### src/rtl/pic_defines.vh
// Constants for the programmable interval counter block
`ifndef PIC_DEFINES_VH
`define PIC_DEFINES_VH
`define PIC_ADDR_CTRL    4'h0
`define PIC_ADDR_COUNT   4'h4
`define PIC_ADDR_READ    4'h8
`define PIC_ADDR_STATUS  4'hC
`define PIC_ADDR_MSB     3
`define PIC_CODE_LSB     0
`define PIC_CODE_MSB     2
`define PIC_BCD_BIT      3
`define PIC_LEVEL_BIT    4
`define PIC_CODE_READ    3'h6
`define PIC_CODE_RESET   3'h7
`define PIC_CODE_M0      3'h0
`define PIC_CODE_M1      3'h1
`define PIC_CODE_M2      3'h2
`define PIC_CODE_M3      3'h3
`define PIC_CODE_M4      3'h4
`define PIC_CODE_M5      3'h5
`define PIC_CTRL_RST     5'h00
`define PIC_HTRANS_NSEQ  2'h2
`define PIC_HSIZE_WORD   3'h2
`endif

### src/rtl/pic_counter.v
// Programmable interval counter channel with AHB-Lite registers
//
// The implementer's own choices: the register offsets and register access over AHB-Lite.
`timescale 1ns/10ps
`include "pic_defines.vh"
module pic_counter #(
  parameter WIDTH = 16
) (
  // Clock and reset
  input  wire        core_clk,
  input  wire        rst,
  // AHB-Lite slave
  input  wire        hsel,
  input  wire [31:0] haddr,
  input  wire [1:0]  htrans,
  input  wire        hwrite,
  input  wire [2:0]  hsize,
  input  wire [31:0] hwdata,
  input  wire        hready,
  output wire [31:0] hrdata,
  output wire        hreadyout,
  output wire        hresp,
  // Counter pins
  input  wire        cnt_clk,
  input  wire        gate,
  output wire        cnt_out
);
  localparam ST_IDLE = 2'b00;
  localparam ST_LOAD = 2'b01;
  localparam ST_RUN  = 2'b10;
  localparam ST_DONE = 2'b11;

  reg  [2:0]       mode_q;
  reg              bcd_q;
  reg  [WIDTH-1:0] reload_q;
  reg  [WIDTH-1:0] count_q;
  reg  [WIDTH-1:0] latch_q;
  reg  [1:0]       state_q;
  reg              out_q;
  reg              half_q;
  reg              cclk_q;
  reg              gate_q;
  reg              trig_q;
  reg  [31:0]      rdata_q;
  reg              wr_pend_q;
  reg  [3:0]       addr_q;
  reg              range_err_q;
  wire [WIDTH-1:0] dec_val;
  wire             tick;
  wire             gate_rise;
  wire             at_tc;
  wire             at_one;
  wire             acc;
  wire [3:0]       aidx;
  wire [2:0]       wcode;
  wire             wr_ctrl;
  wire             wr_count;

  // Register hit: aligned word inside the four-word window
  function reg_hit;
    input [31:0] a;
    begin
      reg_hit = a[31:`PIC_ADDR_MSB+1] == {(31-`PIC_ADDR_MSB){1'b0}}
                && a[1:0] == 2'b00;
    end
  endfunction

  // Modes whose count starts on a gate trigger
  function gate_started;
    input [2:0] m;
    begin
      gate_started = m == `PIC_CODE_M1 || m == `PIC_CODE_M5;
    end
  endfunction

  // Modes that end with a one-clock strobe
  function strobe_mode;
    input [2:0] m;
    begin
      strobe_mode = m == `PIC_CODE_M4 || m == `PIC_CODE_M5;
    end
  endfunction

  // Periodic modes that refuse a count of one
  function periodic_mode;
    input [2:0] m;
    begin
      periodic_mode = m == `PIC_CODE_M2 || m == `PIC_CODE_M3;
    end
  endfunction

  // Count-value validity for a mode and coding
  function valid_count;
    input [2:0]       m;
    input             b;
    input [WIDTH-1:0] v;
    reg               ok;
    integer           j;
    begin
      ok = 1'b1;
      if (b) begin
        for (j = 0; j < WIDTH / 4; j = j + 1) begin
          if (v[j*4 +: 4] > 4'h9) begin
            ok = 1'b0;
          end
        end
      end
      if (periodic_mode(m) && v == {{(WIDTH-1){1'b0}}, 1'b1}) begin
        ok = 1'b0;
      end
      valid_count = ok;
    end
  endfunction

  assign acc       = hsel && hready && htrans == `PIC_HTRANS_NSEQ;
  assign aidx      = addr_q;
  assign wcode     = hwdata[`PIC_CODE_MSB:`PIC_CODE_LSB];
  assign wr_ctrl   = wr_pend_q && aidx == `PIC_ADDR_CTRL;
  assign wr_count  = wr_pend_q && aidx == `PIC_ADDR_COUNT;
  assign hreadyout = 1'b1;
  assign hresp     = 1'b0;
  assign hrdata    = rdata_q;
  assign cnt_out   = out_q;

  // Counter clock advances on its falling edge
  assign tick      = cclk_q && !cnt_clk;
  assign gate_rise = gate && !gate_q;
  assign at_tc     = count_q == {WIDTH{1'b0}};
  assign at_one    = count_q == {{(WIDTH-1){1'b0}}, 1'b1};

  pic_decrement #(
    .WIDTH (WIDTH)
  ) u_dec (
    .value  (count_q),
    .bcd    (bcd_q),
    .by_two (mode_q == `PIC_CODE_M3),
    .result (dec_val)
  );

  always @(posedge core_clk) begin
    if (rst) begin
      cclk_q <= 1'b0;
      gate_q <= 1'b0;
    end else begin
      cclk_q <= cnt_clk;
      gate_q <= gate;
    end
  end

  // Bus address phase capture
  always @(posedge core_clk) begin
    if (rst) begin
      wr_pend_q <= 1'b0;
      addr_q    <= 4'h0;
    end else begin
      // Unmapped offsets must not alias onto the registers
      wr_pend_q <= acc && hwrite && reg_hit(haddr);
      if (acc) begin
        addr_q <= haddr[`PIC_ADDR_MSB:0];
      end
    end
  end

  // Read data, available one cycle after address phase
  always @(posedge core_clk) begin
    if (rst) begin
      rdata_q <= 32'h0000_0000;
    end else if (acc && !hwrite && !reg_hit(haddr)) begin
      // Unmapped or unaligned offsets read as zero
      rdata_q <= 32'h0000_0000;
    end else if (acc && !hwrite) begin
      case (haddr[`PIC_ADDR_MSB:0])
        `PIC_ADDR_CTRL:   rdata_q <= {27'h0, 1'b0, bcd_q, 3'h0} | {29'h0, mode_q};
        `PIC_ADDR_COUNT:  rdata_q <= {{(32-WIDTH){1'b0}}, reload_q};
        `PIC_ADDR_READ:   rdata_q <= {{(32-WIDTH){1'b0}}, latch_q};
        `PIC_ADDR_STATUS: rdata_q <= {28'h0, range_err_q, state_q, out_q};
        default:          rdata_q <= 32'h0000_0000;
      endcase
    end
  end

  // Mode, coding and count registers
  always @(posedge core_clk) begin
    if (rst) begin
      mode_q      <= `PIC_CODE_M0;
      bcd_q       <= 1'b0;
      reload_q    <= {WIDTH{1'b0}};
      latch_q     <= {WIDTH{1'b0}};
      range_err_q <= 1'b0;
    end else begin
      if (wr_ctrl && wcode != `PIC_CODE_READ && wcode != `PIC_CODE_RESET) begin
        mode_q <= wcode;
        bcd_q  <= hwdata[`PIC_BCD_BIT];
      end
      if (wr_ctrl && wcode == `PIC_CODE_READ) begin
        latch_q <= count_q;
      end
      // value one rejected in modes 2, 3
      if (wr_count) begin
        if (valid_count(mode_q, bcd_q, hwdata[WIDTH-1:0])) begin
          reload_q    <= hwdata[WIDTH-1:0];
          range_err_q <= 1'b0;
        end else begin
          range_err_q <= 1'b1;
        end
      end
    end
  end

  // Counting engine
  always @(posedge core_clk) begin
    if (rst) begin
      state_q <= ST_IDLE;
      count_q <= {WIDTH{1'b0}};
      out_q   <= 1'b0;
      half_q  <= 1'b0;
      trig_q  <= 1'b0;
    end else if (wr_ctrl && wcode == `PIC_CODE_RESET) begin
      state_q <= ST_IDLE;
      out_q   <= hwdata[`PIC_LEVEL_BIT];
      trig_q  <= 1'b0;
    end else if (wr_ctrl && wcode != `PIC_CODE_READ) begin
      state_q <= ST_IDLE;
      trig_q  <= 1'b0;
      half_q  <= 1'b0;
      // mode 0 output low on write
      out_q   <= wcode != `PIC_CODE_M0;
    end else if (wr_count && valid_count(mode_q, bcd_q, hwdata[WIDTH-1:0])) begin
      state_q <= ST_LOAD;
      trig_q  <= 1'b0;
      if (mode_q == `PIC_CODE_M0) begin
        out_q <= 1'b0;
      end
    end else begin
      if (gate_started(mode_q) && gate_rise && state_q != ST_IDLE) begin
        trig_q <= 1'b1;
      end
      if (tick) begin
        case (state_q)
          ST_LOAD: begin
            if (gate_started(mode_q)) begin
              // modes 1, 5 wait for gate trigger
              if (trig_q || gate_rise) begin
                trig_q  <= 1'b0;
                count_q <= reload_q;
                state_q <= ST_RUN;
                if (mode_q == `PIC_CODE_M1) begin
                  out_q <= 1'b0;
                end
              end
            end else begin
              count_q <= reload_q;
              state_q <= ST_RUN;
              half_q  <= 1'b0;
              if (mode_q != `PIC_CODE_M0) begin
                out_q <= 1'b1;
              end
            end
          end
          ST_RUN: begin
            case (mode_q)
              `PIC_CODE_M0: begin
                if (gate) begin
                  count_q <= dec_val;
                  // high at terminal count and held
                  if (at_one) begin
                    out_q   <= 1'b1;
                    state_q <= ST_DONE;
                  end
                end
              end
              `PIC_CODE_M1: begin
                if (trig_q) begin
                  // A trigger arriving now stays pending
                  trig_q  <= gate_rise;
                  count_q <= reload_q;
                  out_q   <= 1'b0;
                end else begin
                  count_q <= dec_val;
                  if (at_one) begin
                    out_q   <= 1'b1;
                    state_q <= ST_DONE;
                  end
                end
              end
              `PIC_CODE_M2: begin
                if (gate) begin
                  if (at_one) begin
                    out_q   <= 1'b1;
                    count_q <= reload_q;
                  end else begin
                    count_q <= dec_val;
                    if (count_q == {{(WIDTH-2){1'b0}}, 2'b10}) begin
                      out_q <= 1'b0;
                    end
                  end
                end
              end
              `PIC_CODE_M3: begin
                if (gate) begin
                  if (at_one || count_q == {{(WIDTH-2){1'b0}}, 2'b10}) begin
                    out_q   <= half_q;
                    half_q  <= !half_q;
                    count_q <= reload_q[0] && !half_q
                               ? reload_q - {{(WIDTH-1){1'b0}}, 1'b1} : reload_q;
                  end else begin
                    count_q <= dec_val;
                  end
                end
              end
              default: begin
                if (gate || mode_q == `PIC_CODE_M5) begin
                  count_q <= dec_val;
                  if (at_one) begin
                    out_q   <= 1'b0;
                    state_q <= ST_DONE;
                  end
                end
              end
            endcase
          end
          ST_DONE: begin
            if (strobe_mode(mode_q)) begin
              out_q <= 1'b1;
            end
            if (mode_q == `PIC_CODE_M5 && trig_q) begin
              state_q <= ST_LOAD;
            end else if (mode_q == `PIC_CODE_M1 && trig_q) begin
              state_q <= ST_LOAD;
            end else begin
              count_q <= dec_val;
            end
          end
          default: begin
            state_q <= ST_IDLE;
          end
        endcase
      end
    end
  end
endmodule

### src/rtl/pic_decrement.v
// Binary or BCD decrement by one or two, with wrap
`timescale 1ns/10ps
module pic_decrement #(
  parameter WIDTH = 16
) (
  // Operand
  input  wire [WIDTH-1:0] value,
  input  wire             bcd,
  input  wire             by_two,
  // Result
  output reg  [WIDTH-1:0] result
);
  reg [WIDTH-1:0] tmp;
  reg [3:0]       dig;
  reg             brw;
  integer         i;
  integer         k;
  always @* begin
    tmp = value;
    result = value;
    dig = 4'h0;
    brw = 1'b0;
    for (k = 0; k < 2; k = k + 1) begin
      if (k == 0 || by_two) begin
        if (!bcd) begin
          tmp = tmp - {{(WIDTH-1){1'b0}}, 1'b1};
        end else begin
          brw = 1'b1;
          for (i = 0; i < WIDTH / 4; i = i + 1) begin
            dig = tmp[i*4 +: 4];
            if (brw) begin
              if (dig == 4'h0) begin
                dig = 4'h9;
              end else begin
                dig = dig - 4'h1;
                brw = 1'b0;
              end
            end
            tmp[i*4 +: 4] = dig;
          end
        end
      end
    end
    result = tmp;
  end
endmodule

### config.mk
export PLATFORM = sky130hd
export DESIGN_NAME = pic_counter
export DESIGN_NICKNAME = d
export VERILOG_FILES = /design/src/rtl/pic_counter.v /design/src/rtl/pic_decrement.v
export VERILOG_INCLUDE_DIRS = /design/src /design/src/rtl
export SDC_FILE = /design/constraint.sdc
export NUM_CORES = 1
export LEC_CHECK = 0
export BUFFER_PORTS_ARGS = -buffer_cell sky130_fd_sc_hd__buf_2
export CAP_MARGIN = 20
export CELL_PAD_IN_SITES_DETAIL_PLACEMENT = 1
export CELL_PAD_IN_SITES_GLOBAL_PLACEMENT = 2
export CORE_MARGIN = 3
export CORE_UTILIZATION = 34
export CTS_CLUSTER_SIZE = 14
export DETAILED_ROUTE_END_ITERATION = 16
export GPL_ROUTABILITY_DRIVEN = 1
export PLACE_DENSITY_LB_ADDON = 0.08
export SYNTH_ARGS = -nofsm -noshare
export SYNTH_HDL_FRONTEND = slang
export SYNTH_SLANG_ARGS = --single-unit
### constraint.sdc
create_clock -name core_clk -period 10.55 [get_ports core_clk]
set_clock_uncertainty 0.2 [all_clocks]
set_input_delay 0.5275 -clock core_clk [delete_from_list [all_inputs] [get_ports core_clk]]
set_output_delay 0.5275 -clock core_clk [all_outputs]
set_load 0.05 [all_outputs]
# ---- Yosys cells after proc, flatten, opt, wreduce, memory -nomap -nowiden
# Index checks and enable logic that the tools add are counted.
dict set report classes {
  bitwise_logic 4
  n_mux 112
  n_reduce_logical 65
  order_cmp 4
  n_addsub 11
  eq_ne 54
}
# cell count
set ops {}
lappend ops {{$mux W16} 15}
lappend ops {{$pmux W16 S4} 2}
lappend ops {{$mux W1} 66}
lappend ops {{$mux W4} 14}
lappend ops {{$pmux W16 S3} 1}
lappend ops {{$sub A16 B1 Y16 const B} 3}
lappend ops {{$ne A6 B6 Y1 const B} 7}
lappend ops {{$logic_not A4 Y1} 10}
lappend ops {{$ne A3 B3 Y1 const B} 12}
lappend ops {{$eq A16 B1 Y1 const B} 2}
lappend ops {{$sub A4 B1 Y4 const B} 8}
lappend ops {{$logic_not A28 Y1} 1}
lappend ops {{$logic_and A1 B1 Y1} 22}
lappend ops {{$ne A4 B4 Y1 const B} 5}
lappend ops {{$eq A16 B2 Y1 const B} 1}
lappend ops {{$gt A4 B4 Y1 const B} 4}
lappend ops {{$mux W2} 8}
lappend ops {{$ne A8 B7 Y1 const B} 2}
lappend ops {{$reduce_and A14 Y1} 1}
lappend ops {{$reduce_and A7 Y1} 2}
lappend ops {{$eq A3 B3 Y1 const B} 4}
lappend ops {{$pmux W2 S3} 2}
lappend ops {{$reduce_and A12 Y1} 1}
lappend ops {{$reduce_bool A3 Y1} 4}
lappend ops {{other kinds (29)} 53}
dict set report word_totals {
  out_inout_bits 35
  reg_bits 97
}

# ---- Depth between registers and ports, before layout
# Gate-level depths: netlist of run 1.
dict set report depth {
  depth_word 26
  ltp_mapped 15
}

# ---- Modules after synthesis
# From an unflattened synthesis of run 1, not the netlist that was laid out.
dict set report unflattened {
  hier_cells 780
  hier_area_um2 6112.1
}
# mod seq_area_each_um2 instances area_each_um2 cells_each
set by_module_without_submodules {}
lappend by_module_without_submodules {pic_counter 1621.6 1 4783.3 572}
lappend by_module_without_submodules {pic_decrement 0.0 1 1328.8 208}

# ---- Worst setup path before layout of run 1
# OpenSTA, ideal clock, no wires.
dict set report synth_timing {
  kind {register -> register}
  startpoint {reg count_q[0]}
  endpoint {reg count_q[13]}
  path_stages_with_launch 12
  setup_ps 120
  n_path_buf 1
  period_less_slack_ps 3388
  slack_ps 7162
  t_arrival_ps 3069
  path_cell_list {dfxtp_1 inv_1 ha_1 buf_2 or3b_2 or4b_1 o311a_1 a221o_2 nor3b_4 a211oi_1 a41o_1 o31a_1}
}
dict set report synth_via {
  elab_chain_cells 20
  elab_cells_between_ends 49
}
# element line_no
set synth_lines {}
lappend synth_lines {{start: declaration} pic_counter.v:36} ;# reg [WIDTH-1:0] count_q;
lappend synth_lines {{start signal: assignment} pic_counter.v:214} ;# count_q <= {WIDTH{1'b0}};
lappend synth_lines {{start signal: assignment} pic_counter.v:245} ;# count_q <= reload_q;
lappend synth_lines {{start signal: assignment} pic_counter.v:252} ;# count_q <= reload_q;
lappend synth_lines {{branches (longest 19 deep; another with $sub A16 B1 Y16)} -}
lappend synth_lines {{$pmux W16 S3 (*)} pic_counter.v:239} ;# case (state_q)
# Every way passes the cells marked *. The select of a mux whose other input is x is not followed.
# A chain may end at the register's enable or synchronous reset.

# ---- Worst setup path after layout of run 1
# Ends and elaborated chain as after synthesis.

==> impl_metrics.ini, run 1 <==
[placement]
buffer_ports.inserted = 73
placed_cells_incl_taps = 1027
hpwl_um = 17200
finalWeightedCongestion = 0.892

[layout]
end_of_flow_core_utilization = 0.399
areaGrowthSynthToFinish_pct = 13.7
diodes = 0
nNetsFinal = 909
layout_commonest_cell = sky130_fd_sc_hd__nor2_1
post_route_cells_drive_above_1_share = 0.156
count_of_placed_standard_cells_in_the_final_layout_fillers_left_out = 1047
layout_common_cells = sky130_fd_sc_hd__nor2_1, sky130_fd_sc_hd__dfxtp_1, sky130_fd_sc_hd__buf_2

[yosys]
xor_xnor_share_of_the_synthesized_area = 0.0194
synth_compound_gate_area_share = 0.267
postSynthCellCount = 787
synth.lib_cells_used.distinct = 75
synthSimpleGateAreaFrac = 0.266
synthesis.yosys.warnings = 0
muxShareOfSynthArea = 0.0690
synth_seq_area_share = 0.277
synth-adder-area-share = 0.0235
synth_edf_count = 0
ys.flop_type = sky130_fd_sc_hd__dfxtp_1
synth_top_family_by_area = compound AO/OA/AOI/OAI gates
ys_async_sr_fraction = 0
flip_flop_and_latch_count_after_synthesis = 81
synth.cell_area_um2 = 5860
syn_area_per_cell_um2 = 7.44

[worst_setup_path]
cpMaxStageDelayCell = sky130_fd_sc_hd__nor4_1
cp.required_ps = 10590
rrSetupSlack_ps = 6260
worst_setup_path_end_kind = flop
path_class = reg2reg
critPathMaxStageDelay_ps = 620
cp-start-kind = flop
crit_chain = inv_1 -> ha_1 -> or3b_2 -> nor4_1 -> mux2i_1 -> nand2b_1 -> nor3b_4 -> a211oi_1 -> a41o_1 -> o31a_1
worstPathMaxFanout = 10
cp_data_arrival_time_ps = 4330

[pwr]
netSwitchingPower_mw = 0.180
p_clk_frac = 0.523
power.density_cell_area_nw_per_um2 = 110
intPower_mw = 0.554
power.total_mw = 0.734
irDropWorstVdd_uv = 85.8
power_frac_seq = 0.417
net_switching_share_of_the_total_power = 0.245
power.leakage_nw = 2.40
power.combinational.fraction = 0.060

[cts]
cts_setup_buffers = 0
root_buffer = sky130_fd_sc_hd__clkbuf_16
clkLatencyLatePin_ps = 350
cts_inserted_buffers = 9
post_cts_resized = 0
clock_tree.buffer_depth = 2
cts_tree = yes
clock-sinks = 81
cts_hold_repair.buffers = 0
ctsHtreeMaxLevel = 3
clkSlewWorstSetupHoldPaths_ps = 70

[global_routing]
globalRouteOverflowTotal = 0
grt_start_max_net_pins = 68
first_global_vias = 6244
globalRouteTotalUtil = 0.243
antenna_found_initial = 0
grt_pass1_wl_um = 35400

[timing]
timing.max_slew.rel_slack = 0.284
fin_setup_tns_ps = 0
finalCritPeriodShare = 0.407
rsz_0062_raised_after_global_routing = no
hold_slack_final_ps = 205
worst_pin_slew_ps = 1070
setup_viol_count_final = 0
maxSlewViolCount = 0
timing.final.hold_violations = 0
fmax_mhz = 233
shortest_clock_period_the_worst_path_allows_after_layout_ps = 4290

[floorplanning]
placeableCoreArea_um2 = 16700
die-height_um = 137
placementRows = 47
area_enclosed_by_the_die_boundary_um2 = 18800
io-pin-count = 111
initial_utilization = 0.351
floorplan.die.width_um = 137

[detailed_routing]
num_vias = 6248
first_iter_violations = 397
route.detailed.wl_per_inst_um = 22.0
viasPerCell = 5.97
drt_pre_antenna_iters = 5
route.detailed.drc = 0
postRouteWirelength_um = 23100
postRouteAntennaNets = 0

[worst_hold_path]
min-delay-path-class = in2reg

[status]
outcome = completed

[job]
cap_viol_max_count = 0
==> flip-flops by register name (all words and copies together), names as in the netlist, 2 cells and up <==
register  count
count_q      16
mode_q        3
state_q       2
latch_q      16
addr_q        4
hrdata       16
reload_q     16
==> power by group through the flow <==
stage               sequential [mW]  combinational (mW)  clock [mW]
floorplan                     0.314              0.0312           0
global placement              0.314              0.0425           0
detailed placement            0.314              0.0434           0
CTS                           0.306              0.0434       0.393
global route                  0.306              0.0477       0.407
finish                        0.307              0.0440       0.384
==> critical path, delay by kind of cell, from the launching register on <==
kind                       cells  cell delay (ps)
buffers and inverters          1              190
muxes                          1              450
AOI/OAI and AO/OA              3              630
and+or+nand+nor                4             1780
DFF                            1              440
adders and majority gates      1              490
==> cell families after synthesis <==
group                    Yosys count
flip-flops                        81
AND/OR/NAND/NOR                  312
adder cells (fa/ha/maj)           11
other                              2
XOR/XNOR                          13
AO/OA/AOI/OAI                    233
multiplexers                      35
buffers and inverters            100
==> per-layer routing <==
layer / up-vias / part of all wire / global-route usage
met5: - / 0 / 0
met4: 0 / 0.021 / 0.0787
met3: 34 / 0.046 / 0.0278
met2: 175 / 0.48 / 0.395
met1: 3084 / 0.46 / 0.335
li1: 2955 / - / -
==> final cells by class <==
type,count,area [um^2]
fillers,2123,10000
multi-input cells,622,3880
flip-flops and latches,81,1620
repair buffers,83,435
well taps,220,275
clock buffers,9,225
clock inverters,7,133
inverters,25,93.8
==> synth_stat cells, types with 6 or more instances <==
master                       n  share of area
sky130_fd_sc_hd__a221oi_1    7          0.010
sky130_fd_sc_hd__nand4_1    15          0.016
sky130_fd_sc_hd__mux2i_1    28          0.048
sky130_fd_sc_hd__buf_4      18          0.023
sky130_fd_sc_hd__o211ai_1    7         0.0090
sky130_fd_sc_hd__or3_1       8         0.0085
sky130_fd_sc_hd__o21ai_0    37          0.032
sky130_fd_sc_hd__a211oi_1   15          0.019
sky130_fd_sc_hd__nand2b_1    8         0.0085
sky130_fd_sc_hd__nor3_1     25          0.021
sky130_fd_sc_hd__nor2b_1     7         0.0075
sky130_fd_sc_hd__xnor2_1     9          0.013
sky130_fd_sc_hd__nor2_1    112          0.072
sky130_fd_sc_hd__a22oi_1    17          0.022
sky130_fd_sc_hd__nand3_1    13          0.011
sky130_fd_sc_hd__clkbuf_1   50          0.032
sky130_fd_sc_hd__a21o_1      6         0.0077
sky130_fd_sc_hd__inv_1      25          0.016
sky130_fd_sc_hd__ha_1       11          0.023
sky130_fd_sc_hd__nor4_1     20          0.021
sky130_fd_sc_hd__a311oi_1    7          0.010
sky130_fd_sc_hd__a31oi_1    11          0.012
sky130_fd_sc_hd__nand2_1    64          0.041
sky130_fd_sc_hd__dfxtp_1    81           0.28
sky130_fd_sc_hd__a21oi_1    69          0.059
==> final timing paths <==
kind	start	endpoint	depth (start not counted)
worst min register to register	reload_q[1]	reload_q[1]	2
worst min-delay path	cnt_clk	cclk_q	2
worst max register to register	count_q[0]	count_q[13]	10
worst max-delay path	count_q[0]	count_q[13]	10
==> stage by stage <==
stage	setup slack, ps	area, um^2
2_1_floorplan	7160	5920
3_3_place_gp	6420	6280
3_5_place_dp	6310	6280
4_1_cts	6300	6640
5_1_grt	6050	6660
6_report	6260	6660
Power figures use the tool's default switching activity.
==> run 2, diff against run 1 <==
--- a/config.mk
+++ b/config.mk
@@ -11,7 +11,7 @@
 export CELL_PAD_IN_SITES_DETAIL_PLACEMENT = 1
 export CELL_PAD_IN_SITES_GLOBAL_PLACEMENT = 2
 export CORE_MARGIN = 3
-export CORE_UTILIZATION = 34
+export CORE_UTILIZATION = 32
 export CTS_CLUSTER_SIZE = 14
 export DETAILED_ROUTE_END_ITERATION = 16
 export GPL_ROUTABILITY_DRIVEN = 1
==> constraint.sdc (replaced) <==
create_clock -name core_clk -period 4.33 [get_ports core_clk]
set_clock_uncertainty 0.2 [all_clocks]
set_input_delay 0.2165 -clock core_clk [delete_from_list [all_inputs] [get_ports core_clk]]
set_output_delay 0.2165 -clock core_clk [all_outputs]
set_load 0.05 [all_outputs]
==> run 2 against run 1 <==
  * Clock power grew 110%
  * First-iteration DRC count shrank 4.5%
  * Core utilization shrank 0.54 points
  * Sequential share of layout area shrank 0.92 points
  * Cell count grew 3.8%
  * Die area grew 6.0%
  * Maximum frequency grew 13%
==> impl_metrics.ini, run 2 (synthesis gave the netlist of run 1 again) <==
[status]
outcome = completed

[worst_setup_path]
cpMaxStageDelayCell = sky130_fd_sc_hd__or3b_2
path_class = reg2reg
crit_chain = inv_1 -> ha_1 -> or3b_2 -> nor4_1 -> mux2i_1 -> nand2b_1 -> nor3b_4 -> a211oi_1 -> a41o_1 -> o31a_1
worst_setup_path_end_kind = flop
worstPathMaxFanout = 8
critPathMaxStageDelay_ps = 530
cp-start-kind = flop
cp.required_ps = 4370
cp_data_arrival_time_ps = 3850

[layout]
nNetsFinal = 944
diodes = 0
layout_common_cells = sky130_fd_sc_hd__nor2_1, sky130_fd_sc_hd__dfxtp_1, sky130_fd_sc_hd__buf_2
fin_area_um2 = 6920
areaGrowthSynthToFinish_pct = 18.2
layout_commonest_cell = sky130_fd_sc_hd__nor2_1
end_of_flow_core_utilization = 0.393
post_route_cells_drive_above_1_share = 0.166

[timing]
setup_viol_count_final = 0
maxSlewViolCount = 0
fmax_mhz = 263
shortest_clock_period_the_worst_path_allows_after_layout_ps = 3810
hold_slack_final_ps = 56.1
fin_setup_tns_ps = 0
worst_pin_slew_ps = 921
timing.max_slew.rel_slack = 0.386
timing.final.hold_violations = 0
rsz_0062_raised_after_global_routing = no
finalCritPeriodShare = 0.879

[global_routing]
global_route.usage.met3 = 0.0307
grt-busiest-layer = met2
grtUsageMet2 = 0.399
globalRouteOverflowTotal = 0
first_global_vias = 6438
grt_start_max_net_pins = 66
grt_pass1_wl_um = 37600
use_met1 = 0.327
antenna_found_initial = 0
globalRouteTotalUtil = 0.241

[cts]
root_buffer = sky130_fd_sc_hd__clkbuf_16
cts_setup_buffers = 0
cts_tree = yes
ctsHtreeMaxLevel = 3
clkLatencyLatePin_ps = 350
cts_inserted_buffers = 9
clock_tree.buffer_depth = 2
clkSlewWorstSetupHoldPaths_ps = 70
clock-sinks = 81

[detailed_routing]
drt_pre_antenna_iters = 6
first_iter_violations = 379
postRouteAntennaNets = 0
viasPerCell = 5.85
route.detailed.wl_per_inst_um = 22.3
route.detailed.drc = 0
num_vias = 6360
postRouteWirelength_um = 24200

[placement]
hpwl_um = 18300
finalWeightedCongestion = 0.885
placed_area_um2 = 6400
buffer_ports.inserted = 73

[floorplanning]
placementRows = 48
placeableCoreArea_um2 = 17600
area_enclosed_by_the_die_boundary_um2 = 20000
io-pin-count = 111
initial_utilization = 0.333
floorplan.die.width_um = 141
die-height_um = 141

[pwr]
irDropWorstVdd_uv = 212
power.density_cell_area_nw_per_um2 = 240
power.leakage_nw = 2.53

[job]
cap_viol_max_count = 0

[worst_hold_path]
min-delay-path-class = in2reg
==> run 2: cell count changes in the layout (fill, tap and decap cells not counted), moves of 2 or more <==
cell                            delta
sky130_fd_sc_hd__clkbuf_2          -2
sky130_fd_sc_hd__clkinvlp_4        +2
sky130_fd_sc_hd__bufinv_16         -2
sky130_fd_sc_hd__buf_4            +17
sky130_fd_sc_hd__dlygate4sd3_1    +20
sky130_fd_sc_hd__inv_6             -2
==> run 2: where the power goes <==
group          total (mW)  switching, mW  internal [mW]
Combinational       0.122         0.0823         0.0398
Sequential          0.747       0.000680          0.746
Clock               0.795          0.345          0.450
Total                1.66          0.428           1.24
==> run 2: path summary, 6_finish.rpt <==
kind,from,endpoint,slack [ps],cells after the start
max,count_q[0],count_q[13],520,10
min,rst,count_q[8],60,3
max reg2reg,count_q[0],count_q[13],520,10
min reg2reg,reload_q[1],reload_q[1],290,2
==> run 2: through the flow <==
step	setup WS, ps	instances	total power [mW]
floorplan	942	803	0.840
global placement	587	1048	0.868
detailed placement	594	1048	0.870
CTS	582	1084	1.69
global route	268	1087	1.72
finish	523	1087	1.66
==> run 2: layout make-up <==
class	instances	area, um^2
clock buffers	10	229
flip-flops and latches	81	1620
fillers	2203	10700
multi-input cells	622	3880
repair buffers	118	753
inverters	25	93.8
well taps	225	282
clock inverters	6	67.6
==> run 2: repair_timing <==
item	CTS	global route
resized for setup	0	0
endpoints found under the hold margin	19	0
hold buffers	20	0
==> run 2: layer usage <==
layer  wire [um]  part of all wire  vias to the layer above
met1       11200              0.46                     3155
met3         928             0.038                       33
li1            -                 -                     3015
met4         582             0.024                        0
met5           0                 0                        -
met2       11500              0.48                      157
==> run 2: critical path: cells and delay by family, from the launching register on <==
kind / cells / cell delay [ps]
simple gates: 4 / 1630
compound gates: 3 / 590
mux: 1 / 440
flops: 1 / 400
fa+ha+maj: 1 / 260
buf+inv: 1 / 170
==> run 3, diff against run 2 <==
--- a/config.mk
+++ b/config.mk
@@ -6,14 +6,14 @@
 export SDC_FILE = /design/constraint.sdc
 export NUM_CORES = 1
 export LEC_CHECK = 0
-export BUFFER_PORTS_ARGS = -buffer_cell sky130_fd_sc_hd__buf_2
 export CAP_MARGIN = 20
 export CELL_PAD_IN_SITES_DETAIL_PLACEMENT = 1
 export CELL_PAD_IN_SITES_GLOBAL_PLACEMENT = 2
 export CORE_MARGIN = 3
-export CORE_UTILIZATION = 32
+export CORE_UTILIZATION = 37
 export CTS_CLUSTER_SIZE = 14
 export DETAILED_ROUTE_END_ITERATION = 16
+export DONT_BUFFER_PORTS = 1
 export GPL_ROUTABILITY_DRIVEN = 1
 export PLACE_DENSITY_LB_ADDON = 0.08
 export SYNTH_ARGS = -nofsm -noshare
==> run 3 against run 2 <==
  * Clock-buffer cell count down 1
  * Largest cell class unchanged
  * Core utilization is 3.6 points higher
  * Register-to-register slack worse by 40 ps
  * Design area decreased by 4.7%
  * Highest routed layer unchanged
  * Critical path type unchanged
  * Via count down 2.7%
  * Combinational power shrank 25%
  * Largest power group unchanged
==> impl_metrics.ini, run 3 (synthesis gave the netlist of run 1 again) <==
[status]
outcome = completed

[detailed_routing]
viasPerCell = 6.19
route.detailed.drc = 0
num_vias = 6191
route.detailed.wl_per_inst_um = 23.5
postRouteWirelength_um = 23500
first_iter_violations = 539
drt_pre_antenna_iters = 5
postRouteAntennaNets = 0

[timing]
setup_viol_count_final = 0
shortest_clock_period_the_worst_path_allows_after_layout_ps = 3850
finalCritPeriodShare = 0.889
rsz_0062_raised_after_global_routing = no
worst_pin_slew_ps = 855
hold_slack_final_ps = 10.7
timing.max_slew.rel_slack = 0.425
maxSlewViolCount = 0
timing.final.hold_violations = 0
fmax_mhz = 260
fin_setup_tns_ps = 0

[placement]
placed_area_um2 = 5990
finalWeightedCongestion = 0.909
buffer_ports.inserted = 0
hpwl_um = 17200

[floorplanning]
initial_utilization = 0.381
die-height_um = 132
floorplan.die.width_um = 132
placeableCoreArea_um2 = 15400
io-pin-count = 111
placementRows = 45
area_enclosed_by_the_die_boundary_um2 = 17400

[worst_setup_path]
end_point_of_the_critical_path = count_q[13]
timing.critical_path.from = count_q[0]
worst_setup_path_end_kind = flop
cp-start-kind = flop
ff2ff_path_depth = 10
worstReg2RegEnd = count_q[13]
path_class = reg2reg
cp.required_ps = 4360
worstPathMaxFanout = 8
cp_data_arrival_time_ps = 3880
reg2reg_start = count_q[0]
rrSetupSlack_ps = 480

[global_routing]
globalRouteOverflowTotal = 0
globalRouteTotalUtil = 0.267
grt_pass1_wl_um = 36800
first_global_vias = 6219
grt_start_max_net_pins = 68
antenna_found_initial = 0

[pwr]
power.leakage_nw = 2.24
power.density_cell_area_nw_per_um2 = 257
irDropWorstVdd_uv = 173

[cts]
clkSlewWorstSetupHoldPaths_ps = 70
clock-sinks = 81
clock_tree.buffer_depth = 2
post_cts_resized = 0
root_buffer = sky130_fd_sc_hd__clkbuf_16
cts_inserted_buffers = 9
cts_tree = yes
ctsHtreeMaxLevel = 3
cts_setup_buffers = 0
clkLatencyLatePin_ps = 350

[layout]
fin_area_um2 = 6600
diodes = 0
areaGrowthSynthToFinish_pct = 12.6
end_of_flow_core_utilization = 0.429
layout_commonest_cell = sky130_fd_sc_hd__nor2_1
layout_common_cells = sky130_fd_sc_hd__nor2_1, sky130_fd_sc_hd__dfxtp_1, sky130_fd_sc_hd__a21oi_1
post_route_cells_drive_above_1_share = 0.0849
nNetsFinal = 872

[job]
cap_viol_max_count = 0

[worst_hold_path]
min-delay-path-class = in2reg
## run 3: changes by cell type in the layout (fill, tap and decap cells not counted), sizes merged
cell,before,now
buf,97,20
dlygate4sd3,20,24
bufinv,1,2
clkinv,2,1
clkinvlp,2,1
inv,26,27
## run 3: layout make-up
| type | count | area (um^2) |
|---|---|---|
| Fill cell | 1897 | 8770 |
| Multi-Input combinational cell | 622 | 3880 |
| Sequential cell | 81 | 1620 |
| Timing Repair Buffer | 46 | 425 |
| Tap cell | 211 | 264 |
| Clock buffer | 9 | 225 |
| Inverter | 25 | 93.8 |
| Clock inverter | 6 | 90.1 |
## run 3: layer usage
| metal | share of wire | GRT usage | routed length (um) | up-vias |
|---|---|---|---|---|
| li1 | - | - | - | 2882 |
| met3 | 0.050 | 0.0355 | 1170 | 48 |
| met5 | 0 | 0 | 0 | - |
| met2 | 0.48 | 0.443 | 11300 | 186 |
| met1 | 0.44 | 0.361 | 10400 | 3075 |
| met4 | 0.028 | 0.0846 | 658 | 0 |
## run 3: report_power, final
part	leakage [nW]	switching (mW)	total, mW	internal (mW)
combinational	1.43	0.0644	0.0916	0.0272
clock	0.152	0.352	0.859	0.506
sequential	0.653	0.000698	0.747	0.746
total	2.24	0.417	1.70	1.28
## run 3: how the worst min path moves through the flow
stage,from,endpoint,slack (ps),cells past startpoint
2_1_floorplan,cnt_clk,cclk_q,140,1
3_3_place_gp,rst,reload_q[8],100,1
3_5_place_dp,rst,reload_q[12],100,1
4_1_cts,haddr[3],hrdata[3],3,3
5_1_grt,hwdata[1],mode_q[0],30,3
6_report,haddr[3],hrdata[3],10,3
## run 3: stage by stage
stage               power [mW]  worst slack (ps)  instances
floorplan                0.840               942        803
finish                    1.70               480       1000
CTS                       1.71               490        997
global placement         0.819               660        957
global route              1.75               153       1000
detailed placement       0.820               523        957
## run 3: what timing repair did
item / CTS / global route
hold buffers: 25 / 0
hold endpoints to repair: 69 / 0
setup endpoints to repair: 0 / 0
## run 3: worst max-delay path: stages, from the launching register on
cell and delay [ps]:
sky130_fd_sc_hd__dfxtp_1 400, sky130_fd_sc_hd__inv_1 160, sky130_fd_sc_hd__ha_1 250, sky130_fd_sc_hd__or3b_2 520
sky130_fd_sc_hd__nor4_1 460, sky130_fd_sc_hd__mux2i_1 480, sky130_fd_sc_hd__nand2b_1 230, sky130_fd_sc_hd__nor3b_4 400
sky130_fd_sc_hd__a211oi_1 150, sky130_fd_sc_hd__a41o_1 250, sky130_fd_sc_hd__o31a_1 230
